**src/logic/pmbtrp_pkg.sv**
```systemverilog
`default_nettype none

package pmbtrp_pkg;

   localparam int ADDR_W = 7;
   localparam int STRAP_W = 4;
   localparam int DATA_W = 8;
   localparam int PTR_W = 8;
   localparam int MEM_DEPTH = 256;
   localparam int BIT_CNT_W = 4;

   localparam logic [2:0] ADDR_PREFIX = 3'h1;
   localparam logic [BIT_CNT_W-1:0] BITS_PER_BYTE = 4'h8;
   localparam logic [BIT_CNT_W-1:0] BIT_CNT_RST = 4'h0;
   localparam logic [BIT_CNT_W-1:0] BIT_CNT_ONE = 4'h1;
   localparam logic DIR_WRITE = 1'b0;
   localparam logic DIR_READ = 1'b1;
   localparam int DIR_BIT = 0;
   localparam int MSB_BIT = 7;

   localparam logic [DATA_W-1:0] DATA_RST = 8'h00;
   localparam logic [PTR_W-1:0] PTR_RST = 8'h00;
   localparam logic [STRAP_W-1:0] STRAP_RST = 4'h0;

   typedef enum logic [3:0] {
      ST_IDLE = 4'b0000,
      ST_ADDR = 4'b0001,
      ST_ADDR_ACK = 4'b0010,
      ST_PTR = 4'b0011,
      ST_PTR_ACK = 4'b0100,
      ST_DATA = 4'b0101,
      ST_DATA_ACK = 4'b0110,
      ST_TX = 4'b0111,
      ST_TX_ACK = 4'b1000,
      ST_IGNORE = 4'b1001
   } pmbtrp_state_t;

endpackage

`default_nettype wire

```
**src/logic/pmbtrp_regfile.sv**
```systemverilog
`timescale 1ns/100ps
`default_nettype none

module pmbtrp_regfile
   import pmbtrp_pkg::*;
(
   input wire logic clk,
   input wire logic reset_n,
   input wire logic wrEn,
   input wire logic [PTR_W-1:0] wrAddr,
   input wire logic [DATA_W-1:0] wrData,
   input wire logic [PTR_W-1:0] rdAddr,
   output logic [DATA_W-1:0] rdData
);

   logic [DATA_W-1:0] mem [MEM_DEPTH];
   logic [DATA_W-1:0] rdData_r;
   logic [DATA_W-1:0] rdData_nxt;

   // one byte per pointer value
   always_ff @(posedge clk) begin
      if (wrEn) begin
         mem[wrAddr] <= wrData;
      end
   end

   always_comb begin
      rdData_nxt = mem[rdAddr];
   end

   always_ff @(posedge clk or negedge reset_n) begin
      if (!reset_n) begin
         rdData_r <= DATA_RST;
      end else begin
         rdData_r <= rdData_nxt;
      end
   end

   assign rdData = rdData_r;

endmodule

`default_nettype wire

```
**src/logic/pmbtrp_strap_capture.sv**
```systemverilog
`timescale 1ns/100ps
`default_nettype none

module pmbtrp_strap_capture
   import pmbtrp_pkg::*;
(
   input wire logic clk,
   input wire logic reset_n,
   input wire logic supplyUndervoltageLockout,
   input wire logic [STRAP_W-1:0] addrStrap,
   output logic [STRAP_W-1:0] strapBits,
   output logic strapValid
);

   logic [STRAP_W-1:0] strapBits_r;
   logic [STRAP_W-1:0] strapBits_nxt;
   logic strapValid_r;
   logic strapValid_nxt;

   // single capture once the supply is out of lockout, then frozen
   always_comb begin
      strapBits_nxt = strapBits_r;
      strapValid_nxt = strapValid_r;
      if (!strapValid_r && !supplyUndervoltageLockout) begin
         strapBits_nxt = addrStrap;
         strapValid_nxt = 1'b1;
      end
   end

   always_ff @(posedge clk or negedge reset_n) begin
      if (!reset_n) begin
         strapBits_r <= STRAP_RST;
         strapValid_r <= 1'b0;
      end else begin
         strapBits_r <= strapBits_nxt;
         strapValid_r <= strapValid_nxt;
      end
   end

   assign strapBits = strapBits_r;
   assign strapValid = strapValid_r;

endmodule

`default_nettype wire

```
**src/logic/pmbtrp_target.sv**
```systemverilog
`timescale 1ns/100ps
`default_nettype none

module pmbtrp_target
   import pmbtrp_pkg::*;
(
   input wire logic clk,
   input wire logic reset_n,
   input wire logic sclIn,
   input wire logic sdaIn,
   output logic sdaOut,
   output logic sdaOe,
   input wire logic supplyUndervoltageLockout,
   input wire logic [STRAP_W-1:0] addrStrap,
   output logic [ADDR_W-1:0] ownAddr,
   output logic addrValid,
   output logic busBusy,
   output logic regWrStrobe,
   output logic [PTR_W-1:0] regWrPtr,
   output logic [DATA_W-1:0] regWrData,
   output logic [PTR_W-1:0] regPtr
);

   logic [STRAP_W-1:0] strapBits;
   logic strapValid;
   logic [DATA_W-1:0] rdData;

   logic sclPrev_r;
   logic sclPrev_nxt;
   logic sdaPrev_r;
   logic sdaPrev_nxt;

   pmbtrp_state_t state_r;
   pmbtrp_state_t state_nxt;
   logic [BIT_CNT_W-1:0] bitCnt_r;
   logic [BIT_CNT_W-1:0] bitCnt_nxt;
   logic [DATA_W-1:0] shift_r;
   logic [DATA_W-1:0] shift_nxt;
   logic [DATA_W-1:0] txByte_r;
   logic [DATA_W-1:0] txByte_nxt;
   logic [PTR_W-1:0] ptr_r;
   logic [PTR_W-1:0] ptr_nxt;
   logic dir_r;
   logic dir_nxt;
   logic masterAck_r;
   logic masterAck_nxt;
   logic sdaOe_r;
   logic sdaOe_nxt;
   logic sdaOut_r;
   logic sdaOut_nxt;
   logic busBusy_r;
   logic busBusy_nxt;
   logic wrStrobe_r;
   logic wrStrobe_nxt;
   logic [PTR_W-1:0] wrPtr_r;
   logic [PTR_W-1:0] wrPtr_nxt;
   logic [DATA_W-1:0] wrData_r;
   logic [DATA_W-1:0] wrData_nxt;
   logic [ADDR_W-1:0] ownAddr_r;
   logic [ADDR_W-1:0] ownAddr_nxt;
   logic addrValid_r;
   logic addrValid_nxt;

   logic sclRise;
   logic sclFall;
   logic startCond;
   logic stopCond;
   logic byteDone;
   logic addrHit;
   logic [DATA_W-1:0] shiftIn;
   logic storeByte;

   pmbtrp_strap_capture u_strap (
      .clk(clk),
      .reset_n(reset_n),
      .supplyUndervoltageLockout(supplyUndervoltageLockout),
      .addrStrap(addrStrap),
      .strapBits(strapBits),
      .strapValid(strapValid)
   );

   // read port always follows the held pointer
   pmbtrp_regfile u_regs (
      .clk(clk),
      .reset_n(reset_n),
      .wrEn(wrStrobe_r),
      .wrAddr(wrPtr_r),
      .wrData(wrData_r),
      .rdAddr(ptr_r),
      .rdData(rdData)
   );

   // bus events from sampled lines; rate independent, only edges matter
   always_comb begin
      sclRise = sclIn & ~sclPrev_r;
      sclFall = ~sclIn & sclPrev_r;
      startCond = sclIn & sclPrev_r & sdaPrev_r & ~sdaIn;
      stopCond = sclIn & sclPrev_r & ~sdaPrev_r & sdaIn;
      byteDone = (bitCnt_r == BITS_PER_BYTE);
      shiftIn = {shift_r[DATA_W-2:0], sdaIn};
      // seven-bit compare only; first byte of 10-bit form never matches
      addrHit = addrValid_r && (shift_r[DATA_W-1:DIR_BIT+1] == ownAddr_r);
   end

   // assembled own address
   always_comb begin
      ownAddr_nxt = {ADDR_PREFIX, strapBits};
      addrValid_nxt = strapValid;
      sclPrev_nxt = sclIn;
      sdaPrev_nxt = sdaIn;
   end

   always_ff @(posedge clk or negedge reset_n) begin
      if (!reset_n) begin
         ownAddr_r <= {ADDR_PREFIX, STRAP_RST};
         addrValid_r <= 1'b0;
         sclPrev_r <= 1'b1;
         sdaPrev_r <= 1'b1;
      end else begin
         ownAddr_r <= ownAddr_nxt;
         addrValid_r <= addrValid_nxt;
         sclPrev_r <= sclPrev_nxt;
         sdaPrev_r <= sdaPrev_nxt;
      end
   end

   // protocol engine
   always_comb begin
      state_nxt = state_r;
      bitCnt_nxt = bitCnt_r;
      shift_nxt = shift_r;
      txByte_nxt = txByte_r;
      ptr_nxt = ptr_r;
      dir_nxt = dir_r;
      masterAck_nxt = masterAck_r;
      sdaOe_nxt = sdaOe_r;
      busBusy_nxt = busBusy_r;
      storeByte = 1'b0;
      // open drain: the line is only ever pulled low
      sdaOut_nxt = 1'b0;
      if (stopCond) begin
         // pointer untouched so a later read uses it
         state_nxt = ST_IDLE;
         bitCnt_nxt = BIT_CNT_RST;
         sdaOe_nxt = 1'b0;
         busBusy_nxt = 1'b0;
      end else if (startCond) begin
         // plain or repeated start, from any state
         state_nxt = ST_ADDR;
         bitCnt_nxt = BIT_CNT_RST;
         sdaOe_nxt = 1'b0;
         busBusy_nxt = 1'b1;
      end else begin
         case (state_r)
            ST_IDLE: begin
               sdaOe_nxt = 1'b0;
            end
            ST_ADDR, ST_PTR, ST_DATA: begin
               if (sclRise && !byteDone) begin
                  shift_nxt = shiftIn;
                  bitCnt_nxt = bitCnt_r + BIT_CNT_ONE;
               end else if (sclFall && byteDone) begin
                  bitCnt_nxt = BIT_CNT_RST;
                  if (state_r == ST_ADDR) begin
                     if (addrHit) begin
                        dir_nxt = shift_r[DIR_BIT];
                        sdaOe_nxt = 1'b1;
                        state_nxt = ST_ADDR_ACK;
                     end else begin
                        // foreign address: stay off the bus
                        state_nxt = ST_IGNORE;
                     end
                  end else if (state_r == ST_PTR) begin
                     ptr_nxt = shift_r;
                     sdaOe_nxt = 1'b1;
                     state_nxt = ST_PTR_ACK;
                  end else begin
                     storeByte = 1'b1;
                     sdaOe_nxt = 1'b1;
                     state_nxt = ST_DATA_ACK;
                  end
               end
            end
            ST_ADDR_ACK: begin
               if (sclFall) begin
                  if (dir_r == DIR_READ) begin
                     // first data bit goes out on the ack clock's falling edge
                     txByte_nxt = rdData;
                     sdaOe_nxt = ~rdData[MSB_BIT];
                     state_nxt = ST_TX;
                  end else begin
                     sdaOe_nxt = 1'b0;
                     state_nxt = ST_PTR;
                  end
               end
            end
            ST_PTR_ACK: begin
               if (sclFall) begin
                  sdaOe_nxt = 1'b0;
                  state_nxt = ST_DATA;
               end
            end
            ST_DATA_ACK: begin
               if (sclFall) begin
                  // a second data byte is not taken
                  sdaOe_nxt = 1'b0;
                  state_nxt = ST_IGNORE;
               end
            end
            ST_TX: begin
               if (sclRise && !byteDone) begin
                  bitCnt_nxt = bitCnt_r + BIT_CNT_ONE;
               end else if (sclFall) begin
                  if (byteDone) begin
                     bitCnt_nxt = BIT_CNT_RST;
                     sdaOe_nxt = 1'b0;
                     state_nxt = ST_TX_ACK;
                  end else begin
                     txByte_nxt = {txByte_r[DATA_W-2:0], 1'b0};
                     sdaOe_nxt = ~txByte_r[MSB_BIT-1];
                  end
               end
            end
            ST_TX_ACK: begin
               if (sclRise) begin
                  masterAck_nxt = ~sdaIn;
               end else if (sclFall) begin
                  if (masterAck_r) begin
                     // more asked for: same register again, no increment
                     txByte_nxt = rdData;
                     sdaOe_nxt = ~rdData[MSB_BIT];
                     state_nxt = ST_TX;
                  end else begin
                     state_nxt = ST_IGNORE;
                  end
               end
            end
            ST_IGNORE: begin
               sdaOe_nxt = 1'b0;
            end
            default: begin
               state_nxt = ST_IDLE;
               sdaOe_nxt = 1'b0;
            end
         endcase
      end
   end

   // store group: one strobe per accepted data byte, pointer and byte held after
   always_comb begin
      wrStrobe_nxt = storeByte;
      wrPtr_nxt = wrPtr_r;
      wrData_nxt = wrData_r;
      if (storeByte) begin
         wrPtr_nxt = ptr_r;
         wrData_nxt = shift_r;
      end
   end

   always_ff @(posedge clk or negedge reset_n) begin
      if (!reset_n) begin
         wrStrobe_r <= 1'b0;
         wrPtr_r <= PTR_RST;
         wrData_r <= DATA_RST;
      end else begin
         wrStrobe_r <= wrStrobe_nxt;
         wrPtr_r <= wrPtr_nxt;
         wrData_r <= wrData_nxt;
      end
   end

   always_ff @(posedge clk or negedge reset_n) begin
      if (!reset_n) begin
         state_r <= ST_IDLE;
         bitCnt_r <= BIT_CNT_RST;
         shift_r <= DATA_RST;
         txByte_r <= DATA_RST;
         ptr_r <= PTR_RST;
         dir_r <= DIR_WRITE;
         masterAck_r <= 1'b0;
         sdaOe_r <= 1'b0;
         sdaOut_r <= 1'b0;
         busBusy_r <= 1'b0;
      end else begin
         state_r <= state_nxt;
         bitCnt_r <= bitCnt_nxt;
         shift_r <= shift_nxt;
         txByte_r <= txByte_nxt;
         ptr_r <= ptr_nxt;
         dir_r <= dir_nxt;
         masterAck_r <= masterAck_nxt;
         sdaOe_r <= sdaOe_nxt;
         sdaOut_r <= sdaOut_nxt;
         busBusy_r <= busBusy_nxt;
      end
   end

   assign sdaOut = sdaOut_r;
   assign sdaOe = sdaOe_r;
   assign ownAddr = ownAddr_r;
   assign addrValid = addrValid_r;
   assign busBusy = busBusy_r;
   assign regWrStrobe = wrStrobe_r;
   assign regWrPtr = wrPtr_r;
   assign regWrData = wrData_r;
   assign regPtr = ptr_r;

endmodule

`default_nettype wire

```
**config.mk**
```make
export PLATFORM = sky130hd
export DESIGN_NAME = pmbtrp_target
export DESIGN_NICKNAME = d
export VERILOG_FILES = /design/src/logic/pmbtrp_pkg.sv /design/src/logic/pmbtrp_regfile.sv /design/src/logic/pmbtrp_strap_capture.sv /design/src/logic/pmbtrp_target.sv
export SDC_FILE = /design/constraint.sdc
export NUM_CORES = 2
export LEC_CHECK = 0
export BUFFER_PORTS_ARGS = -buffer_cell sky130_fd_sc_hd__clkbuf_2
export CAP_MARGIN = 20
export CORE_AREA = 2 2 433 435
export CTS_BUF_LIST = sky130_fd_sc_hd__clkbuf_4 sky130_fd_sc_hd__clkbuf_8
export DETAILED_ROUTE_END_ITERATION = 8
export DIE_AREA = 0 0 435 437
export GPL_TIMING_DRIVEN = 0
export SLEW_MARGIN = 20
export SYNTH_ARGS = -nofsm -noshare
export SYNTH_HDL_FRONTEND = slang
export SYNTH_HIERARCHICAL = 1
export SYNTH_SLANG_ARGS = --single-unit
```
**constraint.sdc**
```tcl
create_clock -name clk -period 13.05 [get_ports clk]
set_clock_uncertainty 0.15 [all_clocks]
set_input_delay 1.305 -clock clk [delete_from_list [all_inputs] [get_ports clk]]
set_output_delay 1.305 -clock clk [all_outputs]
set_load 0.05 [all_outputs]
```
### Yosys cells after proc, flatten, opt, wreduce, memory -nomap -nowiden

Memory sizes are Yosys's and may differ from the RTL's. A register that Yosys moved wholly into a read port is not among the register bits.
Index checks and enable logic that the tools add are counted.

* register bits after elaboration: 64
* bits in writable memories: 2048
* word-level logic and storage cells: 158
* memories: 1

Memories
* u_regs.mem: depth 256, bits a word 8, read ports 1, clocked after memory_dff 1, write ports 1, RTL line pmbtrp_regfile.sv:16 `logic [DATA_W-1:0] mem [MEM_DEPTH];`

* add/subtract/negate cells: 1
* equal/unequal tests: 36
* mux-type cells: 62
* bitwise gates (word level): 17
* reductions and logical operators: 23

Operators with widths (count)
* $mux W4: 22
* $mux W7: 8
* $ne A4 B4 Y1 const B: 11
* $pmux W4 S7: 1
* $mux W1: 26
* $reduce_and A11 Y1: 2
* $pmux W7 S3: 1
* $ne A5 B5 Y1 const B: 4
* $eq A4 B3 Y1 const B: 4
* $ne A2 B2 Y1 const B: 8
* $reduce_and A7 Y1: 2
* $eq A4 B4 Y1 const B: 3
* $reduce_and A4 Y1: 3
* $not A1 Y1: 10
* $reduce_and A10 Y1: 1
* $eq A4 B2 Y1 const B: 2
* $pmux W4 S2: 1
* $and A1 B1 Y1: 7
* $eq A7 B5 Y1: 1
* $pmux W1 S5: 1
* $add A4 B1 Y4 const B: 1
* $eq A4 B1 Y1 const B: 1
* $logic_and A1 B1 Y1: 4
* $logic_not A1 Y1: 4
* 10 further kinds: 11

### Logic depth before layout (Yosys ltp)

* depth after elaboration: 9
* mapped depth: 12

### Cells and area by module

The synthesis kept the hierarchy.

Modules (own cells, without submodules)
* pmbtrp_regfile: instances 1, cells each 3795, area an instance 80038.0 µm², seq. area each 61699.2 µm²
* pmbtrp_target: instances 1, cells each 239, area an instance 2807.7 µm², seq. area each 1478.9 µm²
* pmbtrp_strap_capture: instances 1, cells each 11, area an instance 203.9 µm², seq. area each 125.1 µm²

### Worst setup path before layout

Ideal clock, no wire load.

* path type: flip-flop to output port
* start: register wrData_r[0], in the netlist regWrData[0]
* end: output port regWrData[0]
* data arrival time: 3.477 ns
* data required time: 11.595 ns
* setup slack: 8.118 ns
* stages on the path, launching flop included: 1
* cell sequence: dfrtp_1

RTL lines
* from (decl): RTL line pmbtrp_target.sv:57 `logic [DATA_W-1:0] wrData_r;`
* from (signal assigned): RTL line pmbtrp_target.sv:268 `wrData_r <= wrData_nxt;`
* to (decl): RTL line pmbtrp_target.sv:20 `output logic [DATA_W-1:0] regWrData,`

No word-level cell between the ends.

==> insert_results.sql <==
INSERT INTO impl_metrics (metric_group, metric, value, unit) VALUES
('route', 'routed-via-count', '44900', ''),
('clock_tree', 'numCtsBuffers', '361', ''),
('route', 'drt_wl_total', '254000', 'um'),
('timing', 'totalNegativeSetupSlack', '0', 'ns'),
('place', 'numPortBuffers', '40', ''),
('synth', 'synth.yosys.seq_area_share', '76.2', '%'),
('clock_tree', 'cts_hold_buf', '0', ''),
('synth', 'synth.lib_cells_used.distinct', '79', ''),
('clock_tree', 'post_cts_buffers', '0', ''),
('cells_and_area', 'drive_above_1_share', '27.9', '%'),
('setup_path', 'timing.critical_path.from_type', 'register', ''),
('timing', 'grt_setup_unrepaired', 'false', ''),
('run_status', 'result_of_the_run', 'completed', ''),
('setup_path', 'r2r-end', 'u_regs/rdData[5]$_DFF_PN0_', ''),
('power', 'cellPowerDensity', '140', 'nW/um2'),
('synth', 'number_of_warning_messages_in_the_yosys_log', '6', ''),
('cells_and_area', 'finalNonFillerCells', '7223', ''),
('setup_path', 'maximum_fanout_count_along_the_critical_path', '11', ''),
('synth', 'syn_inst', '4045', ''),
('power', 'cellLeakagePower', '0.0277', 'uW'),
('route', 'detail_route.drc_violations', '0', ''),
('grt', 'antenna_found_initial', '14', ''),
('grt', 'globalRouteTotalUtil', '26.5', '%'),
('timing', 'report.final.setup_viol', '0', ''),
('floorplan', 'initial_core_util', '44.9', '%'),
('clock_tree', 'insertion_delay_of_the_later_clocked_pin_in_the_worst_skew_pair', '1.02', 'ns'),
('route', 'violation_count_after_the_first_detailed_routing_iteration', '6428', ''),
('floorplan', 'core_region_area', '185000', 'um2'),
('power', 'max_rail_drop_vdd', '102', 'uV'),
('cells_and_area', 'layout.cells.most_common', 'sky130_fd_sc_hd__edfxtp_1', ''),
('route', 'wl_per_cell', '35.2', 'um'),
('timing', 'pins_over_slew_limit', '0', ''),
('cells_and_area', 'layout_common_cells', '2048 x sky130_fd_sc_hd__edfxtp_1, 445 x sky130_fd_sc_hd__mux4_2, 370 x sky130_fd_sc_hd__clkbuf_8', ''),
('synth', 'synth_enable_flop_cells', '2048', ''),
('floorplan', 'fp.dieArea', '190000', 'um2'),
('grt', 'grt_pass1_wl', '348000', 'um'),
('route', 'detail_route.first_pass.iterations', '5', ''),
('floorplan', 'num_io_pins', '45', ''),
('timing', 'achievable-frequency', '0.192', 'GHz'),
('timing', 'final_hold_viol_count', '0', ''),
('flow_run', 'max_cap_violations', '0', ''),
('clock_tree', 'cts_sinks', '2120', ''),
('floorplan', 'die_y', '437', 'um'),
('setup_path', 'worstRegToRegCells', '7', ''),
('cells_and_area', 'final_net_count', '4507', ''),
('synth', 'postSynth.topFlopCell', 'sky130_fd_sc_hd__edfxtp_1', ''),
('setup_path', 'critical_path_required', '13.72', 'ns'),
('synth', 'avgSynthCellArea', '20.5', 'um2'),
('setup_path', 'timing.reg2reg.setup_slack', '7.84', 'ns'),
('timing', 'post_route_hold_slack', '0.200', 'ns'),
('place', 'gp_congestion', '0.951', ''),
('grt', 'globalRoute.totalOverflow', '0', ''),
('clock_tree', 'clock_tree.buffer_depth', '4', ''),
('clock_tree', 'clock_pin_transition_on_the_worst_setup_and_hold_timing_paths', '0.06', 'ns'),
('synth', 'netlist_area', '83000', 'um2'),
('timing', 'timing.final.crit_period', '5.21', 'ns'),
('floorplan', 'placement_rows', '158', ''),
('clock_tree', 'post_cts.resized_instances', '0', ''),
('grt', 'first_global_vias', '43600', ''),
('cells_and_area', 'synthToLayoutAreaGrowth', '13.5', '%'),
('route', 'detail_route.vias_per_cell', '6.22', ''),
('timing', 'final.period_utilization', '40.0', '%'),
('setup_path', 'critical_path_class', 'register to register', ''),
('setup_path', 'critPathArrivalTime', '5.89', 'ns'),
('place', 'hpwl_after_detailed_placement', '174000', 'um'),
('setup_path', 'crit_path_end_kind', 'register', ''),
('route', 'antenna_violating_nets_post_route', '0', ''),
('grt', 'grt_start_max_net_pins', '77', ''),
('hold_path', 'type_of_the_most_critical_hold_path', 'input port to asynchronous set/reset pin', ''),
('clock_tree', 'clock_tree_from_tritoncts', 'done', ''),
('synth', 'synthArstFlopShare', '3.40', '%'),
('floorplan', 'die_width', '435', 'um'),
('timing', 'slew-limit-headroom', '15.1', '%'),
('place', 'post-place-cells', '6613', ''),
('timing', 'worst-slew-pin-transition', '1.27', 'ns'),
('synth', 'number_of_flip_flops_and_latches_in_the_synthesized_netlist', '2120', ''),
('clock_tree', 'cts.root.buffer_cell', 'sky130_fd_sc_hd__clkbuf_8', ''),
('setup_path', 'worst_r2r_startpoint', 'regPtr[4]$_DFFE_PN0P_', ''),
('clock_tree', 'cts_htree_levels', '5', '');
-- flip-flops by register name, summed over array words and instances, names as in the netlist, 4 cells and up --
register           count
regWrPtr               8
state_r                4
ownAddr                4
u_strap/strapBits      4
shift_r                8
u_regs/rdData          8
regPtr                 8
txByte_r               7
u_regs/mem          2048
bitCnt_r               4
regWrData              8
-- critical path: stages, from the launching register on --
cell	delay, ns
sky130_fd_sc_hd__dfrtp_1	0.93
sky130_fd_sc_hd__buf_2	0.62
sky130_fd_sc_hd__buf_2	0.53
sky130_fd_sc_hd__clkbuf_2	0.62
sky130_fd_sc_hd__buf_2	0.51
sky130_fd_sc_hd__nand3_1	0.33
sky130_fd_sc_hd__a2111oi_0	1.06
sky130_fd_sc_hd__nor4_1	0.23
-- area by class of cell --
class	instances	area (um2)
fill	14900	90800
sequential	2120	63300
multi-input combinational	1668	18100
clock buffer	488	5980
tap	2480	3100
buffer	252	1710
timing repair buffer	86	1310
clock inverter	113	634
inverter	7	26.3
antenna	9	22.5
-- metrics by stage --
step | setup slack (ns) | util, % | area, um2 | power (uW)
2_1_floorplan | 8.12 | - | 83100 | 7670
3_3_place_gp | 3.86 | 46.7 | 86400 | 7720
3_5_place_dp | 8.04 | 47.3 | 87600 | 7730
4_1_cts | 8.03 | 50.9 | 94200 | 13300
5_1_grt | 8.05 | 50.9 | 94200 | 13600
6_report | 7.84 | 50.9 | 94200 | 13200
-- power breakdown --
| group | internal, uW | switching (uW) | total (uW) |
|---|---|---|---|
| sequential | 7380 | 34.5 | 7420 |
| combinational | 70.3 | 100 | 171 |
| clock | 3040 | 2590 | 5630 |
-- synthesized netlist by cell type, types with 6 or more instances --
cell                        instances  share of area, %
sky130_fd_sc_hd__buf_12            15              0.36
sky130_fd_sc_hd__mux2_2            41              0.56
sky130_fd_sc_hd__inv_1              6             0.027
sky130_fd_sc_hd__nor2b_1           33              0.25
sky130_fd_sc_hd__a22oi_1           93              0.84
sky130_fd_sc_hd__nor4_2             6             0.090
sky130_fd_sc_hd__o221ai_1          38              0.40
sky130_fd_sc_hd__mux2_4            12              0.22
sky130_fd_sc_hd__buf_8              9              0.16
sky130_fd_sc_hd__a31oi_1           16              0.12
sky130_fd_sc_hd__a22o_1            20              0.21
sky130_fd_sc_hd__nor2_1           287               1.3
sky130_fd_sc_hd__a221oi_1          21              0.22
sky130_fd_sc_hd__mux2i_1          167               2.0
sky130_fd_sc_hd__dfrtp_1           70               2.1
sky130_fd_sc_hd__nor4_1            15              0.11
sky130_fd_sc_hd__edfxtp_1        2048                74
sky130_fd_sc_hd__a211oi_1          12              0.11
sky130_fd_sc_hd__nor3_1            21              0.13
sky130_fd_sc_hd__a21oi_1           81              0.49
sky130_fd_sc_hd__mux4_2           445                12
sky130_fd_sc_hd__nand2_1          100              0.45
sky130_fd_sc_hd__nand4_1           21              0.16
sky130_fd_sc_hd__and2_1            10             0.075
sky130_fd_sc_hd__nand3_1           46              0.28
sky130_fd_sc_hd__o21ai_1           14             0.084
sky130_fd_sc_hd__buf_1             17             0.077
sky130_fd_sc_hd__o21ai_0           22              0.13
sky130_fd_sc_hd__buf_4             20              0.18
sky130_fd_sc_hd__o22ai_1           32              0.24
sky130_fd_sc_hd__buf_2             47              0.28
sky130_fd_sc_hd__nand2b_1          14              0.11
sky130_fd_sc_hd__clkbuf_1         110              0.50
sky130_fd_sc_hd__o2111ai_1          7             0.074
sky130_fd_sc_hd__buf_6             33              0.45
-- kinds of logic (layout without fill, tap and decap cells) --
logic type      Yosys count  in the layout  synth area share [%]
flops                  2120           2120                  76.2
simple gates            586            586                  3.26
buf+inv                 259            946                  2.05
other cells               2             13               0.00904
xor+xnor                  5              5                0.0527
mux                     666            666                  14.9
fa+ha+maj                 2              2                0.0301
compound gates          405            405                  3.49
-- how the worst max path moves through the flow --
stage | startpoint | end | slack [ns] | depth (start not counted)
floorplan | regWrData[0]$_DFFE_PN0P_ | regWrData[0] | 8.12 | 0
global placement | regWrData[2]$_DFFE_PN0P_ | regWrData[2] | 3.86 | 1
detailed placement | regPtr[1]$_DFFE_PN0P_ | u_regs/rdData[7]$_DFF_PN0_ | 8.04 | 9
CTS | regPtr[1]$_DFFE_PN0P_ | u_regs/rdData[7]$_DFF_PN0_ | 8.03 | 9
global route | regPtr[4]$_DFFE_PN0P_ | u_regs/rdData[5]$_DFF_PN0_ | 8.05 | 7
finish | regPtr[4]$_DFFE_PN0P_ | u_regs/rdData[5]$_DFF_PN0_ | 7.84 | 7
-- per-layer routing --
metal / vias up / global-route usage [%] / share of wire (%)
met1: 23900 / 36.9 / 39
met2: 2731 / 40.2 / 46
li1: 17700 / - / -
met4: 4 / 13.0 / 5.4
met5: - / 0 / 0.013
met3: 578 / 5.32 / 10
Power figures use the tool's default switching activity.
